--- config.mk ---
export PLATFORM = sky130hd
export DESIGN_NAME = alu_top
export DESIGN_NICKNAME = d
export VERILOG_FILES = /design/src/shared/alu_pkg.sv /design/src/hw/alu_core.sv /design/src/hw/alu_top.sv
export VERILOG_INCLUDE_DIRS = /design/src /design/src/shared
export SDC_FILE = /design/constraint.sdc
export NUM_CORES = 1
export LEC_CHECK = 0
export BUFFER_PORTS_ARGS = -buffer_cell sky130_fd_sc_hd__buf_2
export CAP_MARGIN = 0
export CORE_UTILIZATION = 56
export DETAILED_ROUTE_END_ITERATION = 16
export GPL_ROUTABILITY_DRIVEN = 1
export PLACE_DENSITY_LB_ADDON = 0.15
export RECOVER_POWER = 100
export SYNTH_ARGS = -nofsm -noshare
export SYNTH_HDL_FRONTEND = slang
export SYNTH_SLANG_ARGS = --single-unit
--- constraint.sdc ---
create_clock -name CLK -period 4.15 [get_ports CLK]
set_clock_uncertainty 0.1 [all_clocks]
set_input_delay 0.6225 -clock CLK [delete_from_list [all_inputs] [get_ports CLK]]
set_output_delay 0.6225 -clock CLK [all_outputs]
set_load 0.02 [all_outputs]
--- src/shared/alu_consts.svh ---
// How it works
// - Add-with-carry on accumulator: acc gets acc plus carry.
// - Add-with-carry on memory: memory byte gets memory plus carry, written back.
// - Subtract immediate: acc gets acc minus immediate.
// - Subtract memory from acc: acc gets acc minus memory; memory untouched.
// - Subtract acc from memory: memory gets memory minus acc.
// - Every subtraction adds the one's complement of the subtrahend plus the inverted borrow.
// - Subtract with borrow into acc: acc minus memory minus carry.
// - Subtract with borrow into memory: memory minus acc minus carry.
// - Subtract carry from acc alone: acc minus carry.
// - Every operation here updates zero, carry, half-carry and overflow flags.
`ifndef ALU_CONSTS_SVH
`define ALU_CONSTS_SVH
`define ALU_W         8
`define ALU_NIB       4
`define ACC_RST       8'h00
`define FLG_RST       4'h0
`define OP_W          4
`define OP_NOP        4'h0
`define OP_ADDC_A     4'h1
`define OP_ADDC_M     4'h2
`define OP_SUB_AI     4'h3
`define OP_SUB_AM     4'h4
`define OP_SUB_MA     4'h5
`define OP_SUBC_AM    4'h6
`define OP_SUBC_MA    4'h7
`define OP_SUBC_A     4'h8
`define OP_ADD_AI     4'h9
`define OP_ADD_AM     4'ha
`define OP_ADD_MA     4'hb
`define OP_ADDC_AM    4'hc
`define OP_ADDC_MA    4'hd
`define REG_CTRL      12'h000
`define REG_OPERAND   12'h004
`define REG_ACC       12'h008
`define REG_MEM       12'h00c
`define REG_FLAGS     12'h010
`define REG_STATUS    12'h014
`define FLG_Z         0
`define FLG_C         1
`define FLG_AC        2
`define FLG_OV        3
`endif

--- src/shared/alu_pkg.sv ---
package alu_pkg;
    typedef struct packed {
        logic       zero;
        logic       ovf;
        logic       half;
        logic       carry;
    } flags_t;
    typedef struct packed {
        logic [7:0] res;
        flags_t     flg;
        logic       to_mem;
    } alu_out_t;
    typedef enum logic [2:0] {
        ST_IDLE  = 3'b001,
        ST_EXEC  = 3'b010,
        ST_WRITE = 3'b100
    } state_t;
endpackage

--- src/hw/alu_core.sv ---
`timescale 1ns/1ps
`include "alu_consts.svh"
module alu_core
    import alu_pkg::*;
(
    // Operation
    input  wire logic [`OP_W-1:0]  op,
    input  wire logic [`ALU_W-1:0] acc,
    input  wire logic [`ALU_W-1:0] mem,
    input  wire logic [`ALU_W-1:0] imm,
    input  wire logic              cin,
    // Result
    output alu_out_t               out
);
    logic [`ALU_W-1:0] lhs;
    logic [`ALU_W-1:0] rhs;
    logic              sub;
    logic              usec;
    logic              to_mem;
    logic [`ALU_W-1:0] rhs_x;
    logic              cin_x;
    logic [`ALU_W:0]   sum;
    logic [`ALU_NIB:0] nsum;
    logic              c7;
    logic              c3;

    always_comb
    begin
        lhs    = acc;
        rhs    = '0;
        sub    = 1'b0;
        usec   = 1'b0;
        to_mem = 1'b0;
        case (op)
            `OP_ADDC_A:  begin usec = 1'b1; end
            `OP_ADDC_M:  begin lhs = mem; usec = 1'b1; to_mem = 1'b1; end
            `OP_SUB_AI:  begin rhs = imm; sub = 1'b1; end
            `OP_SUB_AM:  begin rhs = mem; sub = 1'b1; end
            `OP_SUB_MA:  begin lhs = mem; rhs = acc; sub = 1'b1; to_mem = 1'b1; end
            `OP_SUBC_AM: begin rhs = mem; sub = 1'b1; usec = 1'b1; end
            `OP_SUBC_MA: begin lhs = mem; rhs = acc; sub = 1'b1; usec = 1'b1; to_mem = 1'b1; end
            `OP_SUBC_A:  begin sub = 1'b1; usec = 1'b1; end
            `OP_ADD_AI:  begin rhs = imm; end
            `OP_ADD_AM:  begin rhs = mem; end
            `OP_ADD_MA:  begin rhs = mem; to_mem = 1'b1; end
            `OP_ADDC_AM: begin rhs = mem; usec = 1'b1; end
            `OP_ADDC_MA: begin rhs = mem; usec = 1'b1; to_mem = 1'b1; end
            default:     begin lhs = acc; end
        endcase
    end

    // Subtract: lhs + ~rhs + 1 - c, i.e. carry-in is the inverted borrow
    always_comb
    begin
        rhs_x = sub ? ~rhs : rhs;
        cin_x = sub ? ~(usec & cin) : (usec & cin);
        sum   = {1'b0, lhs} + {1'b0, rhs_x} + {{`ALU_W{1'b0}}, cin_x};
        nsum  = {1'b0, lhs[`ALU_NIB-1:0]} + {1'b0, rhs_x[`ALU_NIB-1:0]} + {{`ALU_NIB{1'b0}}, cin_x};
        c7    = sum[`ALU_W];
        c3    = nsum[`ALU_NIB];
        out.res        = sum[`ALU_W-1:0];
        out.to_mem     = to_mem;
        out.flg.zero   = (sum[`ALU_W-1:0] == `ACC_RST);
        out.flg.carry  = sub ? ~c7 : c7;
        out.flg.half   = sub ? ~c3 : c3;
        out.flg.ovf    = (lhs[`ALU_W-1] == rhs_x[`ALU_W-1]) && (sum[`ALU_W-1] != lhs[`ALU_W-1]);
    end
endmodule

--- src/hw/alu_top.sv ---
`timescale 1ns/1ps
`include "alu_consts.svh"
module alu_top
    import alu_pkg::*;
(
    // Clock and reset
    input  wire logic        CLK,
    input  wire logic        RESET_N,
    // APB slave
    input  wire logic        PSEL,
    input  wire logic        PENABLE,
    input  wire logic        PWRITE,
    input  wire logic [11:0] PADDR,
    input  wire logic [31:0] PWDATA,
    output logic      [31:0] PRDATA,
    output logic             PREADY,
    output logic             PSLVERR
);
    logic [`ALU_W-1:0] acc_r;
    logic [`ALU_W-1:0] mem_r;
    logic [`ALU_W-1:0] imm_r;
    logic [`OP_W-1:0]  op_r;
    flags_t            flg_r;
    state_t            state_r;
    state_t            state_nxt;
    logic              done_r;
    alu_out_t          res_r;
    alu_out_t          alu_o;
    logic              wr;
    logic              rd;
    logic              hit;
    logic [31:0]       rdata;

    assign wr = PSEL & PENABLE & PWRITE & ~PREADY;
    assign rd = PSEL & PENABLE & ~PWRITE & ~PREADY;

    alu_core u_core
    (
        .op  (op_r),
        .acc (acc_r),
        .mem (mem_r),
        .imm (imm_r),
        .cin (flg_r.carry),
        .out (alu_o)
    );

    always_comb
    begin
        hit = 1'b1;
        case (PADDR)
            `REG_CTRL:    rdata = {28'h000_0000, op_r};
            `REG_OPERAND: rdata = {24'h00_0000, imm_r};
            `REG_ACC:     rdata = {24'h00_0000, acc_r};
            `REG_MEM:     rdata = {24'h00_0000, mem_r};
            `REG_FLAGS:   rdata = {28'h000_0000, flg_r.ovf, flg_r.half, flg_r.carry, flg_r.zero};
            `REG_STATUS:  rdata = {30'h000_0000, done_r, (state_r != ST_IDLE)};
            default:
            begin
                rdata = 32'h0000_0000;
                hit   = 1'b0;
            end
        endcase
    end

    // One wait state: PREADY rises the cycle after PENABLE
    always_ff @(posedge CLK or negedge RESET_N)
    begin
        if (!RESET_N)
        begin
            PREADY  <= 1'b0;
            PRDATA  <= 32'h0000_0000;
            PSLVERR <= 1'b0;
        end
        else
        begin
            PREADY  <= PSEL & PENABLE & ~PREADY;
            PRDATA  <= rd ? rdata : 32'h0000_0000;
            PSLVERR <= PSEL & PENABLE & ~PREADY & ~hit;
        end
    end

    always_comb
    begin
        case (state_r)
            ST_IDLE:  state_nxt = (wr && PADDR == `REG_CTRL) ? ST_EXEC : ST_IDLE;
            ST_EXEC:  state_nxt = ST_WRITE;
            ST_WRITE: state_nxt = ST_IDLE;
            default:  state_nxt = ST_IDLE;
        endcase
    end

    always_ff @(posedge CLK or negedge RESET_N)
    begin
        if (!RESET_N)
            state_r <= ST_IDLE;
        else
            state_r <= state_nxt;
    end

    always_ff @(posedge CLK or negedge RESET_N)
    begin
        if (!RESET_N)
            res_r <= '0;
        else if (state_r == ST_EXEC)
            res_r <= alu_o;
    end

    // Operands writable only while idle
    always_ff @(posedge CLK or negedge RESET_N)
    begin
        if (!RESET_N)
        begin
            op_r  <= `OP_NOP;
            imm_r <= `ACC_RST;
        end
        else if (wr && state_r == ST_IDLE)
        begin
            if (PADDR == `REG_CTRL)
                op_r <= PWDATA[`OP_W-1:0];
            if (PADDR == `REG_OPERAND)
                imm_r <= PWDATA[`ALU_W-1:0];
        end
    end

    always_ff @(posedge CLK or negedge RESET_N)
    begin
        if (!RESET_N)
        begin
            acc_r <= `ACC_RST;
            mem_r <= `ACC_RST;
        end
        else if (state_r == ST_WRITE)
        begin
            if (res_r.to_mem)
                mem_r <= res_r.res;
            else
                acc_r <= res_r.res;
        end
        else if (wr && state_r == ST_IDLE)
        begin
            if (PADDR == `REG_ACC)
                acc_r <= PWDATA[`ALU_W-1:0];
            if (PADDR == `REG_MEM)
                mem_r <= PWDATA[`ALU_W-1:0];
        end
    end

    always_ff @(posedge CLK or negedge RESET_N)
    begin
        if (!RESET_N)
            flg_r <= `FLG_RST;
        else if (state_r == ST_WRITE && op_r != `OP_NOP)
            flg_r <= res_r.flg;
        else if (wr && state_r == ST_IDLE && PADDR == `REG_FLAGS)
            flg_r <= {PWDATA[`FLG_Z], PWDATA[`FLG_OV], PWDATA[`FLG_AC], PWDATA[`FLG_C]};
    end

    // Done sets on completion; a new start clears it, completion wins
    always_ff @(posedge CLK or negedge RESET_N)
    begin
        if (!RESET_N)
            done_r <= 1'b0;
        else if (state_r == ST_WRITE)
            done_r <= 1'b1;
        else if (state_nxt == ST_EXEC)
            done_r <= 1'b0;
    end
endmodule

# After elaboration in Yosys (flattened, before gate mapping)
# Index checks and enable logic that the tools add are counted.
# op_classes
bitwise	15
n_addsub	4
n_eq_ne	27
mux	26
reduce_logical	25
# ops
operator	count
$mux 8	10
$pmux 8 s6	1
$mux 32	1
$eq 12x4->1 const B	2
$eq 12x5->1 const B	2
$eq 4x4->1 const B	6
$pmux 8 s3	1
$reduce_or 6->1	3
$eq 4x3->1 const B	4
$eq 12x3->1 const B	1
$logic_not 12->1	1
$reduce_bool 2->1	5
$add 8x8->9	1
$add 9x1->9	1
$mux 1	9
$and 1x1->1	8
$eq 4x2->1 const B	2
$logic_not 8->1	1
$mux 4	2
$not 8->8	1
$reduce_or 7->1	1
$eq 3x2->1 const B	2
$not 1->1	6
$pmux 3 s2	1
other kinds (17)	25
# totals
word_cells	116
reg_bits	83
out_inout_bits	34

# Logic depth before layout (Yosys ltp)
# Gate-level depths: netlist of the first run.
# depth
depth_word	9
mapped_depth	17
ltp_nobuf	15

# Hierarchy
# A second synthesis of the first run with hierarchy kept.
# hier_totals
cells_unflattened	439
hier_area_um2	4201.5
# modules_own_cells
module	n_inst	area_per_inst_um2	cells_per_inst	seq_area_each_um2
alu_top	1	2942.8	239	1477.7
alu_core	1	1258.7	200	0.0

# Least setup slack after synthesis of the first run
# Ideal clock, no wire load.
# synth_path
path_type	register to register
from	register op_r[2]
to	register res_r[4] (netlist bit)
setup_ps	104
required_ps	3946
path_stages_with_launch	17
slack_ps	646
arrival_ps	3301
path_buffers	2
path_cell_list	dfrtp_1 -> buf_2 -> nor2b_1 -> clkbuf_1 -> a32o_1 -> mux2_2 -> a21oi_1 -> o21ai_0 -> fa_1 -> inv_1 -> fa_1 -> nor2b_1 -> o31ai_1 -> nand2_1 -> a211oi_1 -> nor2_1 -> o41ai_2
# synth_via
elab_chain_len	8
# synth_rtl
item	line	text
start: declaration	alu_top.sv:22	logic [`OP_W-1:0] op_r;
start signal: assignment	alu_top.sv:113	op_r <= `OP_NOP;
start signal: assignment	alu_top.sv:119	op_r <= PWDATA[`OP_W-1:0];
$eq 4x4->1, or another cell as far along	alu_core.sv:34	case (op)
$reduce_or 6->1 (no source line), or another cell as far along	n/a	
$pmux 8 s3 / $mux 1 (equally long branches)	alu_core.sv:34	
$not 8->8 / $and 1x1->1 (equally long branches)	alu_core.sv:55, alu_core.sv:56	
$mux 8 / $not 1->1 (equally long branches)	alu_core.sv:55, alu_core.sv:56	
$add 8x8->9 / $mux 1 (equally long branches)	alu_core.sv:57, alu_core.sv:56	
$add 9x1->9 *	alu_core.sv:57	sum = {1'b0, lhs} + {1'b0, rhs_x} + {{`ALU_W{1'b0}}, cin_x};
$logic_not 8->1 (no source line) *	n/a	
end signal: assignment	alu_top.sv:105	res_r <= alu_o;
end: declaration	alu_top.sv:27	alu_out_t res_r;
# Every way passes the cells marked *; elsewhere a longest branch is shown, timed or not.
# A chain may end at the register's enable or synchronous reset.

# Worst setup path in the final report of the first run
# Ends and elaborated chain as after synthesis.

==> results of run 1 <==
[final cells by class]
type	instances	area [µm²]	area share [%]
timing repair buffer	46	243	5.56
clock buffer	9	124	2.84
tap	96	120	2.75
multi-input combinational	334	2330	53.3
clock inverter	7	53.8	1.23
sequential	59	1480	33.8
inverter	6	22.5	0.516
[routing by layer]
metal / up-vias / global-route usage (%) / wire (µm) / share of wire [%]
met4: 0 / 9.84 / 291 / 2.7
met5: - / 0 / 0 / 0
met3: 31 / 6.26 / 781 / 7.3
met2: 143 / 49.3 / 5080 / 47
met1: 1607 / 40.2 / 4570 / 43
li1: 1582 / - / - / -
[stage by stage]
| stage | cell area [µm²] | instances | hold slack [ns] | setup WS [ns] | total power [W] |
|---|---|---|---|---|---|
| 3_3_place_gp | 4240 | 541 | 0.362 | 0.471 | 0.000674 |
| 2_1_floorplan | 4150 | 452 | 0.227 | 0.646 | 0.000658 |
| 5_1_grt | 4370 | 557 | 0.415 | 0.0300 | 0.00118 |
| 6_report | 4370 | 557 | 0.384 | 0.308 | 0.00113 |
| 3_5_place_dp | 4240 | 541 | 0.371 | 0.373 | 0.000676 |
| 4_1_cts | 4420 | 557 | 0.323 | 0.338 | 0.00114 |
[critical path, delay by kind of cell, from the launching register on]
kind	cells	cell delay, ns
compound gates	6	1.45
fa+ha+maj	2	0.70
buf+inv	3	0.50
flops	1	0.46
mux	1	0.28
simple gates	3	0.25
[synthesized netlist by cell type (2+ instances only)]
cell                        n  area share (%)
sky130_fd_sc_hd__ha_1       7             2.2
sky130_fd_sc_hd__buf_4     24             4.4
sky130_fd_sc_hd__nand2_1   31             2.9
sky130_fd_sc_hd__mux4_2     2             1.1
sky130_fd_sc_hd__nand3_1    6            0.74
sky130_fd_sc_hd__mux2i_1    8             2.0
sky130_fd_sc_hd__o21a_1    10             1.8
sky130_fd_sc_hd__dfrtp_1   58              36
sky130_fd_sc_hd__a211oi_1   3            0.55
sky130_fd_sc_hd__fa_1       2            0.98
sky130_fd_sc_hd__a21oi_2    2            0.43
sky130_fd_sc_hd__a21boi_0   2            0.37
sky130_fd_sc_hd__or3_1     11             1.7
sky130_fd_sc_hd__o21ai_0   26             3.2
sky130_fd_sc_hd__nor3_1     4            0.49
sky130_fd_sc_hd__buf_1      4            0.37
sky130_fd_sc_hd__inv_1      4            0.37
sky130_fd_sc_hd__xnor2_1    6             1.3
sky130_fd_sc_hd__and3_1     2            0.31
sky130_fd_sc_hd__nor2b_1    9             1.4
sky130_fd_sc_hd__o221a_2   16             4.4
sky130_fd_sc_hd__nor2_1    36             3.3
sky130_fd_sc_hd__nand2b_1  15             2.3
sky130_fd_sc_hd__mux2_2    34             9.4
sky130_fd_sc_hd__xor2_1     2            0.43
sky130_fd_sc_hd__clkbuf_1  20             1.8
sky130_fd_sc_hd__o22ai_1    8             1.2
sky130_fd_sc_hd__a32o_1     8             2.0
sky130_fd_sc_hd__clkinv_1   2            0.18
sky130_fd_sc_hd__a22oi_1   12             2.2
sky130_fd_sc_hd__a21oi_1   25             3.1
sky130_fd_sc_hd__buf_2      5            0.62
[logic make-up after synthesis]
group / share of synthesized area (%)
buf+inv: 7.81
fa+ha+maj: 3.14
xor+xnor: 2.12
other cells: 0.0922
flops: 36.3
simple gates: 16.6
compound gates: 21.4
mux: 12.5
[power by group]
group	switching [W]	total [W]	leakage (nW)	internal, W
registers	0.00000120	0.000577	0.787	0.000576
logic	0.0000624	0.0000853	0.995	0.0000229
clock network	0.000251	0.000470	0.0818	0.000219
total	0.000315	0.00113	1.86	0.000818
[worst min path at each step]
stage	from	to	cells past startpoint
2_1_floorplan	RESET_N	PRDATA[0]	0
3_3_place_gp	res_r[1]	flg_r[0]	2
3_5_place_dp	res_r[2]	flg_r[1]	2
4_1_cts	RESET_N	PSLVERR	1
5_1_grt	res_r[7]	res_r[7]	2
6_report	res_r[2]	flg_r[1]	2
[registers in the layout, indices dropped and copies added (netlist names), 3 cells and up]
register  count
res_r        13
PRDATA        8
acc_r         8
imm_r         8
mem_r         8
flg_r         4
op_r          4
state_r       3
==> impl.org, run 1 <==
** Run status
- The flow ran to the end, but the final reports show violations.
- The checks that failed: capacitance limit, slew limit.

** Worst setup path
- Largest incremental delay on the critical path :: approximately 0.5 ns
- Cells along the critical path :: buf_4 > clkinv_1 > a32o_1 > mux2_2 > a21oi_1 > o21ai_0 > fa_1 > inv_1 > fa_1 > nor2b_1 > o31ai_1 > nand2_1 > a211oi_1 > nor2_1 > o41ai_2
- R2R depth :: 15
- The worst register-to-register path ends at res_r[4].
- In this run the worst setup path terminates at res_r[4].
- The worst register-to-register path begins at op_r[2].
- Required time reported for the critical path endpoint :: between 4 and 5 ns
- In this run the worst path has a maximum fanout of 13.
- The critical path is of the flop to flop type.
- CP Data Arrival Time :: about 4.0 ns
- Reg-to-reg setup timing slack :: about 0.31 ns
- Startpoint type of the worst setup path :: flop
- Critical-path cell with the highest stage delay :: sky130_fd_sc_hd__fa_1
- Launching element of the worst setup path :: op_r[2]
- The worst setup path is captured at a flop.
- The cell that appears most often on the critical path is sky130_fd_sc_hd__fa_1.

** Timing
- Final Hold Violating Endpoints :: 0
- Max frequency :: 260 MHz
- Total Negative Setup Slacks :: 0 ns
- RSZ-0062 raised after global routing :: no
- Rel. slew slack :: -48.6%
- Final-report max-slew violation count :: 50
- Number of setup violations in the final report :: 0
- Final critical-path required period :: 3.84 ns
- Share of the clock period used by the worst path after layout :: 92.6%
- Slew at the pin with the worst max-slew slack :: 2.23 ns

** Floorplanning
- The floorplan step set the die height to about 87 µm.
- Num ports :: 83
- The core region is just under 7000 µm².
- The die covers 7610 µm².
- In this run the core area contains 30 standard-cell rows.
- The floorplan step set the die width to 87.2 µm.
- Once the floorplan was initialized, standard cells occupied 58.9% of the core.

** Final layout
- Antenna fix cells :: 0
- After the last flow step, the layout net total stands at 514.
- Final standard cell utilization of the core :: 63.2%
- Fillcell total :: 630
- The top cell types in the final layout, fill and taps aside, are sky130_fd_sc_hd__dfrtp_1, sky130_fd_sc_hd__nor2_1, sky130_fd_sc_hd__nand2_1, sky130_fd_sc_hd__mux2_2, sky130_fd_sc_hd__o21ai_0.
- Leaving out fill and tap cells, the most frequent cell in the layout is sky130_fd_sc_hd__dfrtp_1.
- Cells with a size suffix above 1 make up between 20% and 30% of the layout.
- Growth of design area from synthesis to finish :: 7.38%

** Detailed routing
- First-pass DRT Iterations :: 5
- Post-Route WL :: 10700 µm
- Routed via count :: about 3400
- In the final routed layout, each cell accounts on average for 19.3 µm.
- Once detail routing completed, the nets flagged for antenna violations numbered 0.
- Average vias per placed instance :: 6.04
- DRC violations left :: 0
- Initial detailed-routing violation count :: 330

** Clocking
- Clock latency on the worst-skew pair, taken at its later pin, is roughly 0.34 ns.
- The number of gates resized after CTS was 0.
- Root buffer cell :: sky130_fd_sc_hd__clkbuf_8
- CTS built an H-tree with a depth of 3.
- Clock-pin slew was measured on the worst setup and hold paths at roughly 0.07 ns.
- The number of setup buffers added after CTS is 0.
- Count of clock tree sinks :: 59
- TritonCTS created 9 clock buffers.
- Buffers inserted to repair hold after CTS numbered 0.
- CTS tree :: done
- The longest clock path from root to sink contains 2 buffers.

** GRT
- The total overflow left after global routing is 0.
- Maximum number of pins on one net before global-route repair :: 41
- The number of global-route vias before repair came to 3208.
- First-pass GRT wire length :: 16900 µm
- The number of antenna violations at the first check in global routing came to 0.
- In the global route stage, overall resource usage came out at a little under a third.

** Logic synthesis
- Post-synth EDFFs :: 0
- The cell area that synthesis handed to floorplanning was 4070 µm².
- Predominant post-synthesis flop cell :: sky130_fd_sc_hd__dfrtp_1
- Part of the Yosys area used for sequential elements :: 36.3%
- Yosys warnings :: 0
- A synthesized cell averages 9.48 µm².
- After synthesis, the share of flip-flops with an asynchronous set or reset is 100%.
- After technology mapping, the gate count stands at roughly 430.
- Flop and latch count out of synthesis :: ~60
- Distinct cell type count of the synthesized netlist :: 57

** Placed design
- Detailed placement ended at an HPWL of 7920 µm.
- In this run the tool buffered the top-level ports with 34 buffer cells.
- Routability-driven placement finished with a final weighted congestion of about 0.94.

** Power
- For this design the ratio of total power to cell area is 259 nW/µm².
- Standby leakage power :: 1.86 nW
- IR analysis of the VDD net gives a maximum drop of ~0.25 mV.

** Flow run
- Max-cap violations in this run came to 2.

** Min path
- Worst hold-check path type :: flop to flop
Note: power is estimated with default switching activity, not from simulation.
==> inputs of run 2 (changes only) <==
--- a/config.mk
+++ b/config.mk
@@ -6,7 +6,7 @@
 export SDC_FILE = /design/constraint.sdc
 export NUM_CORES = 1
 export LEC_CHECK = 0
-export BUFFER_PORTS_ARGS = -buffer_cell sky130_fd_sc_hd__buf_2
+export BUFFER_PORTS_ARGS = -buffer_cell sky130_fd_sc_hd__buf_4
 export CAP_MARGIN = 0
 export CORE_UTILIZATION = 56
 export DETAILED_ROUTE_END_ITERATION = 16
==> run 2 against run 1 <==
Compared with the run above: the flow still finishes with violations (capacitance limit, slew limit); total power grew 5.6%; global-route usage shrank 0.24 points; via count grew 0.51%; hold slack gained 0.00094 ns; combinational power grew 6.0%; first-iteration DRC count grew 26%; cell area grew 1.5%; clock power grew 12%; final cell count shrank 0.36%; sequential share of layout area shrank 0.51 points; maximum frequency shrank 1.8%; critical endpoint unchanged; largest cell class unchanged; largest power group unchanged.
==> impl.org, run 2 (synthesis gave the netlist of run 1 again) <==
** Run status
- The flow ran to the end, but the final reports show violations.
- Violated checks :: capacitance limit, slew limit

** Detailed routing
- The routed length per instance was 19.1 µm (-0.73%).
- The overall via count from detail_route was 3380 (+0.51%).
- Post-Route WL :: 10600 µm (-1.1%)
- The number of nets with antenna violations after routing was 0 (unchanged).
- Initial detailed-routing violation count :: 415 (+26%)
- Average vias per placed instance :: 6.09 (+0.87%)
- DRC violations left :: 0 (unchanged)
- First-pass DRT Iterations :: 6 (+1)

** GRT
- GRT Overall Usage :: 30.0% (-0.24 points)
- Met1 Track Usage GR :: 41.2% (+1.0 points)
- Peak-usage layer in the global routing report :: met2
- The met2 demand-to-capacity share in global routing was 48.2% (-1.1 points).
- Global-route track usage on met3 :: 4.55% (-1.7 points)
- The number of global-route vias before repair came to 3116 (-2.9%).
- Initial antenna violation count :: 0 (unchanged)
- The pin count of the biggest net entering global routing is 60 (+46%).
- The global-route wire length before repair came to 16700 µm (-1.2%).
- The remaining global-route overflow is 0 (unchanged).

** Timing
- The final-report max-slew violation count is 69 (+38%).
- Final critical-path required period :: 3.91 ns (+0.0718 ns)
- The max-slew headroom at the worst pin was -106% (-58 points).
- Share of the clock period used by the worst path after layout :: 94.3% (+1.7 points)
- The setup-violating endpoint count in the final report is 0 (unchanged).
- Total Negative Setup Slacks :: 0 ns (unchanged)
- Post-route worst hold slack :: 0.385 ns (+0.000945 ns)
- The slew of the pin with the lowest slew margin was 3.09 ns (+0.863 ns).
- Setup repair after global routing left no endpoint under its margin.
- Final Hold Violating Endpoints :: 0 (unchanged)
- Max frequency :: 256 MHz (-1.8%)

** Worst setup path
- The maximum fanout along the worst path is 18 (+5).
- STA classifies the critical path endpoint as a flop.
- The number of cells on the worst reg-to-reg path came to 15 (unchanged).
- The data arrival at the endpoint of the critical path was 4.06 ns (+0.08 ns).
- Required time reported for the critical path endpoint :: 4.29 ns (about the same)
- Startpoint type of the worst setup path :: flop
- The critical path in this run is classified as flop to flop.

** Final layout
- Antenna fix cells :: 0 (unchanged)
- Register with the most flip-flops :: res_r
- Growth of design area from synthesis to finish :: 9.01%
- Leading cell type in the layout, fill and taps excluded :: sky130_fd_sc_hd__dfrtp_1
- Count of nets after finishing :: 512 (-0.39%)
- Register area :: 1480 µm² (unchanged)
- Proportion of layout cells with a drive suffix above 1 :: 23.7% (+0.32 points)
- The area of the multi-input gates came to 2320 µm² (-0.21%).
- The count of fill cells added during filler insertion came to 598 (-5.1%).
- Highest-count cells in the layout ignoring fill and taps :: sky130_fd_sc_hd__dfrtp_1, sky130_fd_sc_hd__nor2_1, sky130_fd_sc_hd__mux2_2
- Flip-flop count of the largest register after layout :: 13 (unchanged)

** Power
- The clock network fraction of design power came to 44.1% (+2.6 points).
- The share of total power consumed by net switching is 25.0% (-2.8 points).
- The sequential fraction of design power came to 48.3% (-2.7 points).
- The peak ir drop on the vdd network came to 0.248 mV (about the same).
- Standby leakage power :: 1.88 nW (+0.78%)
- The power per standard cell area came to 270 nW/µm² (+4.0%).
- Net switching power figure :: 0.000299 W (-5.1%)
- The internal power of the cells came to 0.000897 W (+9.7%).
- The combinational power share is 7.6% (about the same).

** Floorplanning
- The total number of placement rows is 30 (unchanged).
- The floorplan core area is 6910 µm² (unchanged).
- Initial Util :: 58.9% (unchanged)
- Total die area :: 7610 µm² (unchanged)
- The chip height came to 87.2 µm (unchanged).
- The die outline width came to 87.2 µm (unchanged).
- Num ports :: 83 (unchanged)

** Placed design
- The number of buffers inserted by port buffering was 34 (unchanged).
- Routability-driven placement congestion ratio :: 0.935 (-0.54%)
- The post-detailed-placement half-perimeter wirelength was 7730 µm (-2.4%).

** Clocking
- The count of H-tree levels built during CTS is 3 (unchanged).
- Clock slew seen by the registers of the worst setup and hold paths :: 0.07 ns (about the same)
- Root buffer cell :: sky130_fd_sc_hd__clkbuf_8
- The CTS buffer count was 9 (unchanged).
- The buffer count from post-CTS setup fixing is 0 (unchanged).
- CTS tree :: done
- Post-cts repair resize count :: 0 (unchanged)
- The clock insertion delay at the later pin of the skew report is 0.34 ns (about the same).
- Hold Buf Count CTS :: 0 (unchanged)
- The maximum clock path buffer count was 2 (unchanged).
- Count of clock tree sinks :: 59 (unchanged)

** Flow run
- The max-capacitance violation count is 2 (unchanged).

** Min path
- The number of cells on the worst hold path came to 2 (unchanged).
- The worst hold path belongs to the class flop to flop.
run 2: cell types whose count changed in the layout (fill, tap and decap cells not counted), sizes merged:
| cell | before | now |
|---|---|---|
| bufinv | 0 | 1 |
| clkinvlp | 3 | 4 |
| buf | 34 | 31 |
| inv | 5 | 4 |
| clkbuf | 21 | 23 |
| clkinv | 5 | 3 |
run 2: final timing paths:
check	slack (ns)	to	start
max	0.24	res_r[4]	op_r[3]
min	0.39	res_r[5]	res_r[5]
max reg2reg	0.24	res_r[4]	op_r[3]
min reg2reg	0.39	res_r[5]	res_r[5]
max in group asynchronous	1.00	mem_r[1]	RESET_N
min in group asynchronous	1.19	PSLVERR	RESET_N
run 2: cell type report:
class | count | area share (%)
multi-input cells | 334 | 52.4
flip-flops and latches | 59 | 33.3
repair buffers | 44 | 6.52
clock buffers | 10 | 3.10
well taps | 96 | 2.71
clock inverters | 6 | 1.47
inverters | 6 | 0.508
run 2: worst max-delay path, cell delays in order, from the launching register on:
cell	delay (ns)
sky130_fd_sc_hd__dfrtp_1	0.49
sky130_fd_sc_hd__buf_4	0.26
sky130_fd_sc_hd__and2_0	0.36
sky130_fd_sc_hd__a22oi_1	0.29
sky130_fd_sc_hd__o22ai_1	0.11
sky130_fd_sc_hd__a21oi_1	0.11
sky130_fd_sc_hd__o21ai_0	0.14
sky130_fd_sc_hd__fa_1	0.49
sky130_fd_sc_hd__inv_1	0.09
sky130_fd_sc_hd__fa_1	0.22
sky130_fd_sc_hd__nor2b_1	0.07
sky130_fd_sc_hd__o31ai_1	0.29
sky130_fd_sc_hd__nand2_1	0.11
sky130_fd_sc_hd__a211oi_1	0.26
sky130_fd_sc_hd__nor2_1	0.10
sky130_fd_sc_hd__o41ai_2	0.33
run 2: through the flow:
step | std cells | power, W | cell area (µm²) | setup WS (ns) | util [%]
2_1_floorplan | 452 | 0.000658 | 4150 | 0.646 | -
3_3_place_gp | 539 | 0.000680 | 4310 | 0.459 | 62.4
3_5_place_dp | 539 | 0.000682 | 4310 | 0.315 | 62.4
4_1_cts | 555 | 0.00120 | 4510 | 0.287 | 65.3
5_1_grt | 555 | 0.00123 | 4430 | 0.0441 | 64.2
6_report | 555 | 0.00120 | 4430 | 0.237 | 64.2
run 2: metal layers:
layer	share of wire (%)	up-vias	wire length, µm
met5	0	-	0
met4	2.0	0	210
met2	49	162	5190
li1	-	1575	-
met3	7.3	21	775
met1	42	1622	4440
run 2: power by group through the flow:
stage	Sequential (W)	Combinational, W	Clock, W
2_1_floorplan	0.000590	0.0000680	0
3_3_place_gp	0.000588	0.0000920	0
3_5_place_dp	0.000588	0.0000934	0
4_1_cts	0.000578	0.0000936	0.000530
5_1_grt	0.000577	0.0000991	0.000556
6_report	0.000578	0.0000904	0.000528
==> inputs of run 3 (changes only) <==
--- a/config.mk
+++ b/config.mk
@@ -11,6 +11,7 @@
 export CORE_UTILIZATION = 56
 export DETAILED_ROUTE_END_ITERATION = 16
 export GPL_ROUTABILITY_DRIVEN = 1
+export GPL_TIMING_DRIVEN = 0
 export PLACE_DENSITY_LB_ADDON = 0.15
 export RECOVER_POWER = 100
 export SYNTH_ARGS = -nofsm -noshare
==> run 3 against run 2 <==
Compared with the run above: the run still ends with capacitance limit, slew limit left; register-to-register slack improved by 0.03 ns; hold slack got worse by 0.0021 ns; wire length increased by 2.7%; first-iteration DRC count decreased by 1.9%; flip-flop and latch count unchanged; sequential power about the same; sequential share of layout area decreased by 1.3 points; combinational power increased by 18%; final cell count increased by 7.0%; core utilization increased by 2.6 points; critical path type unchanged; highest routed layer unchanged.
==> impl.org, run 3 (synthesis gave the netlist of run 1 again) <==
** Final layout
- The total number of nets in the final design is 551 (+7.6%).
- From synthesis to final layout, the design area changed by 13.4%.
- The final standard cell area without fillers came to 4610 µm² (+4.0%).
- Register with the most flip-flops :: res_r
- The ratio of cells with drive above 1 in the final layout came to 24.9% (+1.2 points).
- Highest-count cells in the layout ignoring fill and taps :: sky130_fd_sc_hd__dfrtp_1, sky130_fd_sc_hd__buf_4, sky130_fd_sc_hd__nor2_1
- Antenna fix cells :: 0 (unchanged)
- The flip-flop count of the largest register after layout is 13 (unchanged).
- Leading cell type in the layout, fill and taps excluded :: sky130_fd_sc_hd__dfrtp_1

** GRT
- The pin count of the biggest net entering global routing came to 60 (unchanged).
- The overall routing resource usage is 31.1% (+1.2 points).
- The number of antenna violations at the first check in global routing came to 0 (unchanged).
- First-pass GRT wire length :: 17300 µm (+3.7%)
- The remaining global-route overflow was 0 (unchanged).
- The number of global-route vias before repair came to 3227 (+3.6%).

** Clocking
- Clock Tree Buf Depth :: 2 (unchanged)
- CTS placed an instance of sky130_fd_sc_hd__clkbuf_8 at the clock tree root.
- The number of sinks handled by clock tree synthesis came to 59 (unchanged).
- The clock slew at the register clock pins of the worst setup and hold paths is 0.07 ns (about the same).
- CTS tree :: done
- The CTS buffer count was 9 (unchanged).
- The clock insertion delay at the later pin of the skew report was 0.34 ns (about the same).
- The count of H-tree levels built during CTS came to 3 (unchanged).

** Detailed routing
- DRC violations left :: 0 (unchanged)
- Routed via count :: 3506 (+3.7%)
- The overall routed net length is 10900 µm (+2.7%).
- Initial detailed-routing violation count :: 407 (-1.9%)
- DR WL/cell :: 18.3 µm (-4.0%)
- Post-DRT Antenna Nets :: 0 (unchanged)
- The number of vias per cell after detailed routing is 5.90 (-3.1%).
- First-pass DRT Iterations :: 5 (-1)

** Run status
- The checks that failed: capacitance limit, slew limit.
- Status :: finished with violations

** Worst setup path
- The maximum fanout along the worst path was 8 (-10).
- The delay of the slowest cell on the worst path is 0.52 ns (+0.03 ns).
- Capturing point of the worst reg2reg path :: res_r[4]
- The number of cells on the worst reg-to-reg path was 14 (-1).
- Required time reported for the critical path endpoint :: 4.29 ns (about the same)
- The setup slack of the worst register-to-register path was 0.27 ns (+0.03 ns).
- Critical Path Sink Type :: flop
- The worst setup path is launched from a flop.
- The cell family contributing the most delay on the critical path is compound AO/OA/AOI/OAI gates.
- Launching element of the worst setup path :: op_r[3]
- The startpoint identified for the worst register-to-register timing path is op_r[3].
- Buffers & Inverters on Critical Path :: 1 (-1)
- CP Data Arrival Time :: 4.02 ns (-0.04 ns)
- Setup CP Type :: flop to flop
- Among the stages of the critical path, the cell type that occurs most often is sky130_fd_sc_hd__fa_1.
- Cells along the critical path :: xor2_2 > a32o_1 > mux2_2 > a21oi_1 > o21ai_0 > fa_1 > inv_1 > fa_1 > nor2b_1 > o31ai_1 > nand2_1 > a211oi_1 > nor2_1 > o41ai_2
- The slowest stage of the critical path belongs to the cell sky130_fd_sc_hd__fa_1.

** Timing
- The smallest hold slack came to 0.383 ns (-0.00213 ns).
- Share of the clock period used by the worst path after layout :: 93.5% (-0.77 points)
- The post-route setup TNS was 0 ns (unchanged).
- RSZ-0062 raised after global routing :: no
- Rel. slew slack :: -103% (+3.4 points)
- Final-report max-slew violation count :: 69 (unchanged)
- Slew at the pin with the worst max-slew slack :: 3.04 ns (-0.0517 ns)
- The setup-violating endpoint count in the final report is 0 (unchanged).
- The number of endpoints with negative hold slack in the final report is 0 (unchanged).
- The final period demand of the worst path was 3.88 ns (-0.0320 ns).
- The timing-limited maximum frequency was 258 MHz (+0.82%).

** Floorplanning
- Core Region :: 6910 µm² (unchanged)
- Num ports :: 83 (unchanged)
- The starting utilization of the core area was 58.9% (unchanged).
- The total number of placement rows was 30 (unchanged).
- The overall die area is 7610 µm² (unchanged).
- X dimension of the die :: 87.2 µm (unchanged)
- Chip height :: 87.2 µm (unchanged)

** Power
- The leakage power was 2.00 nW (+6.5%).
- The switching power is 0.000287 W (-3.8%).
- The sequential fraction of design power is 48.2% (about the same).
- Maximum VDD drop :: 0.261 mV (+5.3%)
- Sw frac :: 24.0% (-1.0 points)
- P_int :: 0.000912 W (+1.7%)
- The combinational power share was 9.0% (+1.4 points).
- The power per standard cell area is 260 nW/µm² (-3.6%).
- The clock network fraction of design power is 42.9% (-1.2 points).
- The total power draw is 0.00120 W (+0.32%).

** Min path
- In this run the worst hold path is classified as flop to flop.
- Worst hold path cell count :: 2 (unchanged)
- Hold endpoint :: flg_r[2]
- The startpoint identified for the worst hold timing path is res_r[3].

** Placed design
- The number of buffers inserted by port buffering was 31 (-8.8%).
- Final HPWL DP :: 8160 µm (+5.6%)
- Routability-driven placement congestion ratio :: 0.943 (+0.80%)
- The total cell area at the placement stage was 4510 µm² (+4.6%).

** Flow run
- The max-capacitance violation count was 2 (unchanged).
run 3: cell count changes in the layout (fill, tap and decap cells not counted), moves of 2 or more:
cell | before | now
sky130_fd_sc_hd__buf_1 | 0 | 3
sky130_fd_sc_hd__buf_2 | 0 | 2
sky130_fd_sc_hd__and2_0 | 2 | 0
sky130_fd_sc_hd__clkinvlp_4 | 4 | 0
sky130_fd_sc_hd__clkbuf_1 | 11 | 33
sky130_fd_sc_hd__buf_4 | 31 | 43
sky130_fd_sc_hd__clkbuf_2 | 0 | 4
run 3: cell type report:
class	count	area [µm²]
plain buffers	52	293
clock buffers	13	149
clock inverters	3	40.0
fillers	576	2290
inverters	6	22.5
multi-input cells	334	2320
flip-flops and latches	59	1480
well taps	96	120
repair buffers	31	191
run 3: repair_timing:
item	in CTS	in global routing
hold endpoints to repair	0	0
setup endpoints to repair	0	4
setup buffers	0	0
resized for setup	0	8
hold buffers	0	0
run 3: power by group through the flow:
stage               Combinational [W]  Sequential, W  Clock [W]
global route                 0.000117       0.000578   0.000547
floorplan                   0.0000680       0.000590          0
CTS                          0.000111       0.000578   0.000518
detailed placement           0.000110       0.000589          0
global placement             0.000109       0.000588          0
finish                       0.000107       0.000578   0.000514
run 3: metal layers:
metal	track usage (%)	vias up	wire length [µm]
li1	-	1650	-
met3	6.45	26	992
met1	41.6	1660	4500
met4	11.5	0	233
met2	50.1	170	5180
met5	0	-	0
run 3: worst min-delay path: stages, from the launching register on:
cell and delay (ns):
sky130_fd_sc_hd__dfrtp_1 0.34, sky130_fd_sc_hd__nand2_1 0.05, sky130_fd_sc_hd__o21ai_0 0.06
run 3: how the worst max path moves through the flow:
stage                to  cells past startpoint  slack [ns]
2_1_floorplan  res_r[4]                     16        0.65
3_3_place_gp   res_r[4]                     16        0.25
3_5_place_dp   res_r[4]                     16        0.17
4_1_cts        res_r[4]                     16        0.14
5_1_grt        res_r[4]                     14        0.03
6_report       res_r[4]                     14        0.27
run 3: stage by stage:
stage	cells	worst slack, ns	utilization [%]
after floorplan	452	0.646	-
after global placement	579	0.254	65.3
after detailed placement	579	0.172	65.3
after CTS	595	0.144	68.0
after global routing	594	0.0311	66.8
final	594	0.269	66.8
